===== config.mk =====
export PLATFORM = sky130hd
export DESIGN_NAME = phy_low_power_mode_control
export DESIGN_NICKNAME = d
export VERILOG_FILES = /design/src/phy_lp_pkg.sv /design/src/pwr_regs_if.sv /design/src/lp_mgmt_regs.sv /design/src/lp_pulse_timer.sv /design/src/phy_low_power_mode_control.sv
export SDC_FILE = /design/constraint.sdc
export NUM_CORES = 1
export LEC_CHECK = 0
export BUFFER_PORTS_ARGS = -buffer_cell sky130_fd_sc_hd__buf_4
export CORE_MARGIN = 2
export CORE_UTILIZATION = 40
export DETAILED_ROUTE_END_ITERATION = 16
export GPL_ROUTABILITY_DRIVEN = 1
export PLACE_DENSITY = 0.72
export SYNTH_ARGS = -nofsm -noshare
export SYNTH_HDL_FRONTEND = slang
export SYNTH_HIERARCHICAL = 1
export SYNTH_SLANG_ARGS = --single-unit

===== constraint.sdc =====
create_clock -name i_clock -period 2.2 [get_ports i_clock]
set_input_delay 0.11 -clock i_clock [delete_from_list [all_inputs] [get_ports i_clock]]
set_output_delay 0.11 -clock i_clock [all_outputs]
set_load 0.005 [all_outputs]

===== src/phy_lp_pkg.sv =====
`default_nettype none
package phy_lp_pkg;
   // management register numbers
   localparam logic [4:0]  REG_BASIC_CTRL   = 5'h00;
   localparam logic [4:0]  REG_DIG_CTRL     = 5'h10;
   localparam logic [4:0]  REG_OSC_CTRL     = 5'h11;
   localparam logic [4:0]  REG_SENSE_CTRL   = 5'h18;
   localparam logic [4:0]  REG_PHY_CTRL2    = 5'h1f;
   // field positions
   localparam int          BIT_SW_RESET     = 15;
   localparam int          BIT_POWER_DOWN   = 11;
   localparam int          BIT_PLL_AUTO_OFF = 4;
   localparam int          BIT_SLOW_OSC     = 5;
   localparam int          BIT_SLEEP_DIS_N  = 11;
   localparam int          BIT_PSAVE_EN     = 10;
   // reset values of the held bits
   localparam logic        RST_POWER_DOWN   = 1'b0;
   localparam logic        RST_PLL_AUTO_OFF = 1'b0;
   localparam logic        RST_SLOW_OSC     = 1'b0;
   localparam logic        RST_SLEEP_DIS_N  = 1'b1;
   localparam logic        RST_PSAVE_EN     = 1'b0;
   // timing
   localparam int          CLOCK_MHZ        = 250;
   localparam int          PULSE_GAP_US     = 16000;
   localparam int          PULSE_GAP_CYC    = PULSE_GAP_US * CLOCK_MHZ;
   localparam int          LONG_GAP_MULT    = 4;
   localparam int          WAKE_HOLD_US     = 2000;
   localparam int          WAKE_HOLD_CYC    = WAKE_HOLD_US * CLOCK_MHZ;
   // power modes
   typedef enum logic [1:0] {
      MODE_ACTIVE,
      MODE_PSAVE,
      MODE_SLEEP,
      MODE_PDOWN
   } lp_mode_t;
endpackage
`default_nettype wire


===== src/pwr_regs_if.sv =====
`timescale 1ns/1ps
`default_nettype none
// held low-power control bits, register bank to mode controller
interface pwr_regs_if;
   logic power_down;   // basic control power-down bit
   logic sw_reset;     // basic control reset bit, self-clearing
   logic pll_auto_off; // pll off while asleep
   logic slow_osc;     // slow oscillator select
   logic sleep_dis_n;  // active low sleep enable bit
   logic psave_en;     // power-saving enable
   modport regs (output power_down, sw_reset, pll_auto_off, slow_osc, sleep_dis_n, psave_en);
   modport ctrl (input  power_down, sw_reset, pll_auto_off, slow_osc, sleep_dis_n, psave_en);
endinterface
`default_nettype wire


===== src/lp_mgmt_regs.sv =====
`timescale 1ns/1ps
`default_nettype none
// holds the low-power bits written over the management port
module lp_mgmt_regs (
   input  wire logic        i_clock,
   input  wire logic        i_rst_n,
   input  wire logic        i_wr_en,
   input  wire logic [4:0]  i_wr_reg,
   input  wire logic [15:0] i_wr_data,
   pwr_regs_if.regs         bits
);
   import phy_lp_pkg::*;

   logic power_down, next_power_down;
   logic pll_auto_off, next_pll_auto_off;
   logic slow_osc, next_slow_osc;
   logic sleep_dis_n, next_sleep_dis_n;
   logic psave_en, next_psave_en;
   logic rst_pend, next_rst_pend; // reset bit, clears itself next cycle

   // write decode; a pending soft reset reloads defaults
   always_comb begin
      next_power_down   = power_down;
      next_pll_auto_off = pll_auto_off;
      next_slow_osc     = slow_osc;
      next_sleep_dis_n  = sleep_dis_n;
      next_psave_en     = psave_en;
      next_rst_pend     = 1'b0;
      if (rst_pend) begin
         // writes in the reset cycle are dropped on purpose
         next_power_down   = RST_POWER_DOWN;
         next_pll_auto_off = RST_PLL_AUTO_OFF;
         next_slow_osc     = RST_SLOW_OSC;
         next_sleep_dis_n  = RST_SLEEP_DIS_N;
         next_psave_en     = RST_PSAVE_EN;
      end else if (i_wr_en) begin
         case (i_wr_reg)
            REG_BASIC_CTRL: begin
               next_power_down = i_wr_data[BIT_POWER_DOWN];
               next_rst_pend   = i_wr_data[BIT_SW_RESET];
            end
            REG_DIG_CTRL:   next_pll_auto_off = i_wr_data[BIT_PLL_AUTO_OFF];
            REG_OSC_CTRL:   next_slow_osc     = i_wr_data[BIT_SLOW_OSC];
            REG_SENSE_CTRL: next_sleep_dis_n  = i_wr_data[BIT_SLEEP_DIS_N];
            REG_PHY_CTRL2:  next_psave_en     = i_wr_data[BIT_PSAVE_EN];
            default: ;
         endcase
      end
   end

   // power-up values: both sleep modes off
   always_ff @(posedge i_clock or negedge i_rst_n) begin
      if (!i_rst_n) begin
         power_down   <= RST_POWER_DOWN;
         pll_auto_off <= RST_PLL_AUTO_OFF;
         slow_osc     <= RST_SLOW_OSC;
         sleep_dis_n  <= RST_SLEEP_DIS_N;
         psave_en     <= RST_PSAVE_EN;
         rst_pend     <= 1'b0;
      end else begin
         power_down   <= next_power_down;
         pll_auto_off <= next_pll_auto_off;
         slow_osc     <= next_slow_osc;
         sleep_dis_n  <= next_sleep_dis_n;
         psave_en     <= next_psave_en;
         rst_pend     <= next_rst_pend;
      end
   end

   assign bits.power_down   = power_down;
   assign bits.sw_reset     = rst_pend;
   assign bits.pll_auto_off = pll_auto_off;
   assign bits.slow_osc     = slow_osc;
   assign bits.sleep_dis_n  = sleep_dis_n;
   assign bits.psave_en     = psave_en;
endmodule
`default_nettype wire


===== src/lp_pulse_timer.sv =====
`timescale 1ns/1ps
`default_nettype none
// periodic one-cycle pulse while enabled; gap optionally stretched
module lp_pulse_timer #(
   parameter int GAP_CYCLES = 16,
   parameter int LONG_MULT  = 4
) (
   input  wire logic i_clock,
   input  wire logic i_rst_n,
   input  wire logic i_enable,
   input  wire logic i_long_gap,
   output var  logic o_pulse
);
   localparam int CW = $clog2(GAP_CYCLES * LONG_MULT + 1);
   localparam logic [CW-1:0] SHORT_LOAD = CW'(GAP_CYCLES - 1);
   localparam logic [CW-1:0] LONG_LOAD  = CW'(GAP_CYCLES * LONG_MULT - 1);

   logic [CW-1:0] count, next_count; // cycles left to next pulse
   logic          next_pulse;

   // first pulse right after enable, so a partner sees us at once
   always_comb begin
      next_count = count;
      next_pulse = 1'b0;
      if (!i_enable) begin
         next_count = '0;
      end else if (count == '0) begin
         next_pulse = 1'b1;
         next_count = i_long_gap ? LONG_LOAD : SHORT_LOAD;
      end else begin
         next_count = count - CW'(1);
      end
   end

   always_ff @(posedge i_clock or negedge i_rst_n) begin
      if (!i_rst_n) begin
         count   <= '0;
         o_pulse <= 1'b0;
      end else begin
         count   <= next_count;
         o_pulse <= next_pulse;
      end
   end
endmodule
`default_nettype wire


===== src/phy_low_power_mode_control.sv =====
// Behaviour
// - ctrl2 bit 10 enables power-saving when unlinked
// - power-saving keeps transmitter, energy detect, pll
// - power-saving disabled after power-up
// - reg 18h bit 11 low enables sleep
// - reg 10h bit 4 turns pll off asleep
// - energy sense sleep disabled after power-up
// - sleep keeps sending link pulses, gap stretchable
// - basic bit 11 powers down all but management
// - clearing basic bit 11 leaves power-down
// - reg 11h bit 5 selects slow oscillator
// - slow oscillator plus power-down gives lowest power
// - all low-power bits readable and writable
`timescale 1ns/1ps
`default_nettype none
module phy_low_power_mode_control #(
   parameter int PULSE_GAP_CYCLES = phy_lp_pkg::PULSE_GAP_CYC,
   parameter int LONG_GAP_FACTOR  = phy_lp_pkg::LONG_GAP_MULT,
   parameter int WAKE_HOLD_CYCLES = phy_lp_pkg::WAKE_HOLD_CYC
) (
   input  wire logic                 i_clock,
   input  wire logic                 i_rst_n,
   // management register port
   input  wire logic                 i_wr_en,
   input  wire logic [4:0]           i_wr_reg,
   input  wire logic [15:0]          i_wr_data,
   input  wire logic [4:0]           i_rd_reg,
   output var  logic [15:0]          o_rd_data,
   // line and negotiation status
   input  wire logic                 i_autoneg_en,
   input  wire logic                 i_link_up,
   input  wire logic                 i_energy_detect,
   input  wire logic                 i_long_pulse_gap,
   // power controls toward the transceiver
   output var  logic                 o_rx_blocks_en,
   output var  logic                 o_tx_en,
   output var  logic                 o_energy_det_en,
   output var  logic                 o_pll_en,
   output var  logic                 o_ref_crystal_input_en,
   output var  logic                 o_slow_osc_sel,
   output var  logic                 o_mgmt_only,
   output var  logic                 o_lowest_power,
   output var  logic                 o_link_pulse,
   output var  logic                 o_soft_reset,
   output var  phy_lp_pkg::lp_mode_t o_mode
);
   import phy_lp_pkg::*;

   localparam int WW = $clog2(WAKE_HOLD_CYCLES + 1);
   localparam logic [WW-1:0] WAKE_LOAD = WW'(WAKE_HOLD_CYCLES);

   pwr_regs_if bits ();                // held bits from the register bank

   lp_mode_t   mode, next_mode;        // current power mode
   logic [WW-1:0] wake_cnt, next_wake_cnt; // hold-off after line energy
   logic       eligible;               // unlinked and negotiating
   logic       pulse;                  // link pulse from timer
   logic       next_rx_blocks_en;
   logic       next_tx_en;
   logic       next_energy_det_en;
   logic       next_pll_en;
   logic       next_ref_en;
   logic       next_slow_sel;
   logic       next_mgmt_only;
   logic       next_lowest;
   logic [15:0] next_rd_data;

   // register bank: writes, defaults, self-clearing reset bit
   lp_mgmt_regs u_regs (
      .i_clock   (i_clock),
      .i_rst_n   (i_rst_n),
      .i_wr_en   (i_wr_en),
      .i_wr_reg  (i_wr_reg),
      .i_wr_data (i_wr_data),
      .bits      (bits)
   );

   // link pulses only while asleep
   lp_pulse_timer #(
      .GAP_CYCLES (PULSE_GAP_CYCLES),
      .LONG_MULT  (LONG_GAP_FACTOR)
   ) u_pulse (
      .i_clock    (i_clock),
      .i_rst_n    (i_rst_n),
      .i_enable   (mode == MODE_SLEEP),
      .i_long_gap (i_long_pulse_gap),
      .o_pulse    (pulse)
   );

   // the two reduced modes need negotiation on and no link
   assign eligible = i_autoneg_en && !i_link_up && (wake_cnt == '0);

   // mode choice; power-down outranks both energy-sensing modes
   always_comb begin
      next_wake_cnt = wake_cnt;
      // line energy while reduced or waking: hold blocks up for negotiation;
      // energy keeps reloading the hold so negotiation is not cut off mid-way
      if (i_link_up || !i_autoneg_en) begin
         next_wake_cnt = '0;
      end else if ((mode == MODE_PSAVE || mode == MODE_SLEEP || wake_cnt != '0)
                   && i_energy_detect) begin
         next_wake_cnt = WAKE_LOAD;
      end else if (wake_cnt != '0) begin
         next_wake_cnt = wake_cnt - WW'(1);
      end
      if (bits.sw_reset) begin
         next_mode     = MODE_ACTIVE;
         next_wake_cnt = '0;
      end else if (bits.power_down) begin
         next_mode = MODE_PDOWN;
      end else if (next_wake_cnt != '0) begin
         next_mode = MODE_ACTIVE;
      end else if (!bits.sleep_dis_n && eligible) begin
         next_mode = MODE_SLEEP;
      end else if (bits.psave_en && eligible) begin
         next_mode = MODE_PSAVE;
      end else begin
         next_mode = MODE_ACTIVE;
      end
   end

   // block enables follow the next mode so outputs leave flops
   always_comb begin
      next_rx_blocks_en  = 1'b0;
      next_tx_en         = 1'b1;
      next_energy_det_en = 1'b1;
      next_pll_en        = 1'b1;
      next_mgmt_only     = 1'b0;
      case (next_mode)
         MODE_ACTIVE: next_rx_blocks_en = 1'b1;
         MODE_PSAVE: ;
         MODE_SLEEP: next_pll_en = !bits.pll_auto_off;
         MODE_PDOWN: begin
            // only the management port stays alive
            next_tx_en         = 1'b0;
            next_energy_det_en = 1'b0;
            next_pll_en        = 1'b0;
            next_mgmt_only     = 1'b1;
         end
         default: next_rx_blocks_en = 1'b1;
      endcase
      // oscillator swap is independent of mode; reset returns to crystal
      next_slow_sel = bits.slow_osc && !bits.sw_reset;
      next_ref_en   = !next_slow_sel;
      next_lowest   = next_slow_sel && (next_mode == MODE_PDOWN);
   end

   // read-back of every low-power bit; unheld bits read zero
   always_comb begin
      next_rd_data = 16'h0000;
      case (i_rd_reg)
         REG_BASIC_CTRL: begin
            next_rd_data[BIT_POWER_DOWN] = bits.power_down;
            next_rd_data[BIT_SW_RESET]   = bits.sw_reset;
         end
         REG_DIG_CTRL:   next_rd_data[BIT_PLL_AUTO_OFF] = bits.pll_auto_off;
         REG_OSC_CTRL:   next_rd_data[BIT_SLOW_OSC]     = bits.slow_osc;
         REG_SENSE_CTRL: next_rd_data[BIT_SLEEP_DIS_N]  = bits.sleep_dis_n;
         REG_PHY_CTRL2:  next_rd_data[BIT_PSAVE_EN]     = bits.psave_en;
         default: ;
      endcase
   end

   // state and output registers; reset comes up fully active
   always_ff @(posedge i_clock or negedge i_rst_n) begin
      if (!i_rst_n) begin
         mode                   <= MODE_ACTIVE;
         wake_cnt               <= '0;
         o_mode                 <= MODE_ACTIVE;
         o_rx_blocks_en         <= 1'b1;
         o_tx_en                <= 1'b1;
         o_energy_det_en        <= 1'b1;
         o_pll_en               <= 1'b1;
         o_ref_crystal_input_en <= 1'b1;
         o_slow_osc_sel         <= 1'b0;
         o_mgmt_only            <= 1'b0;
         o_lowest_power         <= 1'b0;
         o_link_pulse           <= 1'b0;
         o_soft_reset           <= 1'b0;
         o_rd_data              <= 16'h0000;
      end else begin
         mode                   <= next_mode;
         wake_cnt               <= next_wake_cnt;
         o_mode                 <= next_mode;
         o_rx_blocks_en         <= next_rx_blocks_en;
         o_tx_en                <= next_tx_en;
         o_energy_det_en        <= next_energy_det_en;
         o_pll_en               <= next_pll_en;
         o_ref_crystal_input_en <= next_ref_en;
         o_slow_osc_sel         <= next_slow_sel;
         o_mgmt_only            <= next_mgmt_only;
         o_lowest_power         <= next_lowest;
         // timer lags a cycle; gate so no pulse leaks out once sleep ends
         o_link_pulse           <= pulse && (next_mode == MODE_SLEEP);
         o_soft_reset           <= bits.sw_reset;
         o_rd_data              <= next_rd_data;
      end
   end
endmodule
`default_nettype wire


=== Word level (Yosys, flattened, before mapping) ===
Cells that the tools add are included.

* Register bits: 66

* Add/subtract/negate cells: 2
* Eq/ne operators: 12
* Muxes and demuxes: 41
* Reductions and logical operators: 35

{| class="wikitable"
|+ Operators by type and width
! kind !! count
|-
| 19-bit 2-to-1 mux || 4
|-
| 24-bit 2-to-1 mux || 3
|-
| 5-bit equality test (second input constant) || 8
|-
| 19-bit nonzero test || 2
|-
| 1-bit 2-to-1 mux || 28
|-
| 24-bit logical NOT || 1
|-
| 24-bit by 1-bit subtractor with 24-bit output (second input constant) || 1
|-
| 19-bit logical NOT || 1
|-
| 19-bit by 1-bit subtractor with 19-bit output (second input constant) || 1
|-
| 2-bit nonzero test || 6
|-
| 5-bit logical NOT || 2
|-
| 2-bit AND reduction || 5
|-
| 1-bit logical AND || 8
|-
| 2-bit 2-to-1 mux || 4
|-
| 2-bit equality test (second input constant) || 3
|-
| 1-bit logical NOT || 6
|-
| 1-bit one-hot mux with 2 select lines || 2
|-
| 1-bit logical OR || 3
|-
| 2-bit by 1-bit equality test with 1-bit output (second input constant) || 1
|-
| 2-bit logical NOT || 1
|}

=== Depth between registers and ports, before layout ===
* Depth in word-level cells: 12
* Depth in mapped cells: 7
* Gate-level depth less buffers: 7

=== By module ===
The synthesis kept the hierarchy.

{| class="wikitable"
|+ By module, submodules not included
! module !! instances !! cells an instance !! area each (µm²) !! sequential area each (µm²)
|-
| phy_low_power_mode_control || 1 || 179 || 1771.7 || 880.8
|-
| lp_pulse_timer || 1 || 134 || 1356.3 || 625.6
|-
| lp_mgmt_regs || 1 || 32 || 331.6 || 151.4
|}

=== Least setup slack after synthesis ===
No wires, ideal clock.

* Path kind: register -> register
* From: reg u_pulse.count[8]
* To: reg u_pulse.count[19]
* Library setup time: 0.123 ns
* Arrival time: 1.870 ns
* Data required time: 2.077 ns
* Path slack: 0.207 ns
* Cell stages (with the launch flop): 6
* Path buffers: 0
* Cell sequence: dfrtp_1 or4_4 or4_4 nor4_4 xnor2_1 a21oi_2

* Cells in the longest elaborated chain, start to end: 3
* Elaborated cells between the ends (all ways): 4

{| class="wikitable"
|+ RTL lines
! item !! line !! source
|-
| start: declaration || lp_pulse_timer.sv:18 || <nowiki>logic [CW-1:0] count, next_count;</nowiki>
|-
| start signal: assignment || lp_pulse_timer.sv:40 || <nowiki>count <= next_count;</nowiki>
|-
| 24-bit by 1-bit subtractor with 24-bit output / 24-bit logical NOT (equally long branches) || lp_pulse_timer.sv:31, lp_pulse_timer.sv:27 ||
|-
| 24-bit 2-to-1 mux (*) || lp_pulse_timer.sv:27 || <nowiki>end else if (count == '0) begin</nowiki>
|-
| 24-bit 2-to-1 mux (*) || lp_pulse_timer.sv:25 || <nowiki>if (!i_enable) begin</nowiki>
|-
| named net u_pulse.next_count[19] || lp_pulse_timer.sv:18 ||
|}

The timed path passes the listed nets; every way through them passes the cells marked *.
A chain may end at the register's enable or synchronous reset.

=== Worst setup path after layout ===
* From: reg u_pulse.count[8]
* To: reg u_pulse.count[20]

Same word-level chain as after synthesis.

==> impl_results.md <==
- Status: complete, no violations
- Hold slack: 0.02488 ns
- WP buf/inv: 0
- Number of I/O port buffers: 38
- Worst-path clk slew: around 0.080 ns
- TritonCTS clock tree: yes
- Internal: about 3.7 mW
- Critical path type: flip-flop to flip-flop
- Die Wd: 97 µm
- Routed vias: ~2700
- Min cycle time layout: ~2.1 ns
- Setup Skew: about 0.015 ns
- Worst Path Max Fanout: 6
- Worst path most repeated cell: or4_4
- Deepest clock path buffer count: 2
- Total congestion overflow: 0
- Period utilization: 96.21%
- Crit-path leading delay family: simple AND/OR/NAND/NOR gates
- Setup WS post-layout: 0.08335 ns
- Starting density of the core: 41.69%
- Setup TNS: 0 ns
- Largest net degree at the start of global routing: 67
- Vias in the first global route: around 2700
- RSZ-0062 raised after global routing: true
- Worst reg2reg startpoint: u_pulse/count[8]
- Core area: roughly 8300 µm²
- Row cnt: 33
- Slew Limit Headroom: 45.38%
- IO Pins: between 60 and 70
- Max cap viols: 0
- Total clock buffers created by CTS: 9
- Nets: approximately 450
- Pin slew with the least headroom to its limit: between 0.8 and 0.9 ns
- WP depth: 5
- Sequential-to-total area share from yosys stat: between 40% and 50%
- Final Hold Fails: 0
- Area of the mapped netlist: between 3000 and 4000 µm²
- Hold path start: i_wr_data[4]
- Sw frac: between 30% and 40%
- Ant. Diodes: 0
- DRT antenna net count: 0
- Remaining DRCs: 0
- Hold Path Cell Cnt: 3
- Unique masters post-synth: 59
- Finish-stage setup viols: 0
- Global-route usage over all layers: about 16%
- HP Class: input port to flip-flop
- P_sw: between 2 and 2.5 mW
- Post-synth EDFFs: 0
- Die ar.: 9409 µm²
- Fraction of layout cells with a size suffix above 1: 23.49%
- CP max-delay cell: or4_4
- CP max stage delay: ~0.6 ns
- Total Wirelength: about 7.3 mm
- Synth Instances: between 300 and 400
- Clk pwr share: between 20% and 30%
- Post-placement cell area: between 3000 and 4000 µm²
- Async S/R FF share, synth: 100.0%
- Leakage power: 1.906 nW
- Drt via density: between 5 and 6
- #FFs+latches synth: between 60 and 70
- HPWL after DPL: between 4 and 5 mm
- Die Ht: 97 µm
- CTS sink count: 66
- Critical-path cell list: or4_4 > or4_4 > nor3_2 > xnor2_1 > a21oi_1
- Final instance area: between 4000 and 5000 µm²
- Maximum VDD drop: 0.4737 mV
- H-tree lvl count: 3
- Crit. End Element: flip-flop
- YS warnings: 6
- Mean Syn Cell Area: between 10 and 15 µm²
- Required time of the worst setup path: about 2.4 ns
- Pwr Density: 1440 nW/µm²
- Clock tree root buffer cell: clkbuf_8
- Setup crit start kind: flip-flop
- Layout area overhead: 22.24%
- Gpl congestion: about 0.80
- Tot Pwr: 6.091 mW
- Logic pwr share: 50.1%
- Initial antenna violation count: 0
- First-pass GRT wire length: around 13 mm
- Dpl ws: 0.09832 ns
- Sequential power share: just under 30%
- Clock Latency Late Sink: approximately 0.34 ns
- Drt initial violations: between 80 and 90
- Fmax: ~470 MHz
- Routed len/inst: 14.03 µm
- Crit. Startpoint: u_pulse/count[8]
- Main synth FF type: dfrtp_1
- Drt first pass iters: 4
- Crit path DAT: between 2 and 2.5 ns
- Slew Viols, Final: 0
- R2r worst-path depth: 5
flip-flops by register name (all words and copies together), names as in the netlist, 2 cells and up:
register	flops
u_pulse/count	24
wake_cnt	19
o_rd_data	5
mode	2
through the flow:
stage | std cells | utilization, %
after global placement | 494 | 46.92
final | 518 | 50.96
after floorplan | 355 | -
after global routing | 518 | 50.96
after CTS | 518 | 50.82
after detailed placement | 494 | 46.92
cells in the mapped netlist (2+ instances only):
master,n,share of area (%)
mux2i_1,5,1.4
nor3_2,2,0.58
and2_1,2,0.36
ha_1,4,1.4
nand3_1,9,1.3
dfrtp_1,61,44
nand3b_1,4,0.87
o31ai_1,4,0.87
or3_4,2,0.65
nor2b_1,4,0.72
or4_4,3,0.98
nor4_2,3,1.1
a31oi_1,5,0.90
nor2_4,2,0.65
o21ai_1,2,0.29
nor2_1,35,3.8
nor3_1,16,2.3
buf_4,12,2.6
nor3b_1,2,0.43
nand4_1,4,0.72
nand2b_1,8,1.4
nor4_1,10,1.8
xor2_1,6,1.5
or4_1,4,0.87
o21ai_0,8,1.2
dfstp_2,5,3.8
inv_1,15,1.6
clkbuf_1,3,0.33
xnor2_1,19,4.8
or3_1,4,0.72
nor4b_1,3,0.76
nand2_1,16,1.7
a21oi_1,27,3.9
o21ai_2,2,0.51
o21a_1,3,0.65
and3_1,3,0.54
o41ai_1,5,1.3
a211oi_1,2,0.43
tightest hold or removal path: stages:
cell and delay [ns]:
buf_4 0.11, nand2b_1 0.05, mux2i_1 0.06
worst paths after layout:
| check | to | slack [ns] |
|---|---|---|
| min | u_regs/bits.pll_auto_off | 0.02 |
| min in group asynchronous | u_pulse/count[17] | 0.41 |
| max reg2reg | u_pulse/count[20] | 0.08 |
| max | u_pulse/count[20] | 0.08 |
| max in group asynchronous | wake_cnt[11] | 1.25 |
| min reg2reg | o_pll_en | 0.50 |
power groups by stage:
stage	registers [mW]	logic [mW]	clock network [mW]
global placement	1.80	2.95	0
finish	1.80	3.05	1.24
global route	1.85	3.42	1.33
CTS	1.79	3.04	1.28
floorplan	1.74	2.30	0
detailed placement	1.81	3.00	0
kinds of logic after synthesis:
family                   share of synthesized area, %
flip-flops                                      47.92
multiplexers                                    1.447
AND/OR/NAND/NOR                                 25.75
XOR/XNOR                                        6.329
buffers and inverters                           5.244
other                                          0.1084
adder cells (fa/ha/maj)                         1.447
AO/OA/AOI/OAI                                   11.75
cells in the final DEF (no fill, tap or decap), types with 6 or more instances in the layout:
cell type       n
a21oi_1        27
buf_4          52
clkbuf_8       10
conb_1         11
dfrtp_1        61
dlygate4sd3_1   8
inv_1          15
nand2_1        16
nand2b_1        8
nand3_1         9
nor2_1         35
nor3_1         15
nor4_1          9
o21ai_0         8
xnor2_1        19
xor2_1          6
cell type report:
type                    instances  area (µm²)
fillers                       752        4070
multi-input cells             256        1669
flip-flops and latches         66        1658
repair buffers                 60       470.5
clock buffers                  11       141.4
well taps                     105       131.4
clock inverters                 5       102.6
inverters                      15       56.30
repair_timing:
action | CTS | global route
resized for setup | 0 | 2
endpoints found under the hold margin | 66 | 0
buffers inserted | 0 | 0
endpoints found under the setup margin | 0 | 12
hold buffers | 8 | 0
layer usage:
metal / track usage (%) / vias up / part of all wire [%]
li1: - / 1348 / -
met5: 0 / - / 0
met4: 4.442 / 0 / 0.59
met1: 21.05 / 1330 / 47
met2: 26.01 / 65 / 49
met3: 4.986 / 2 / 3.6
(Power assumes the default switching activity.)
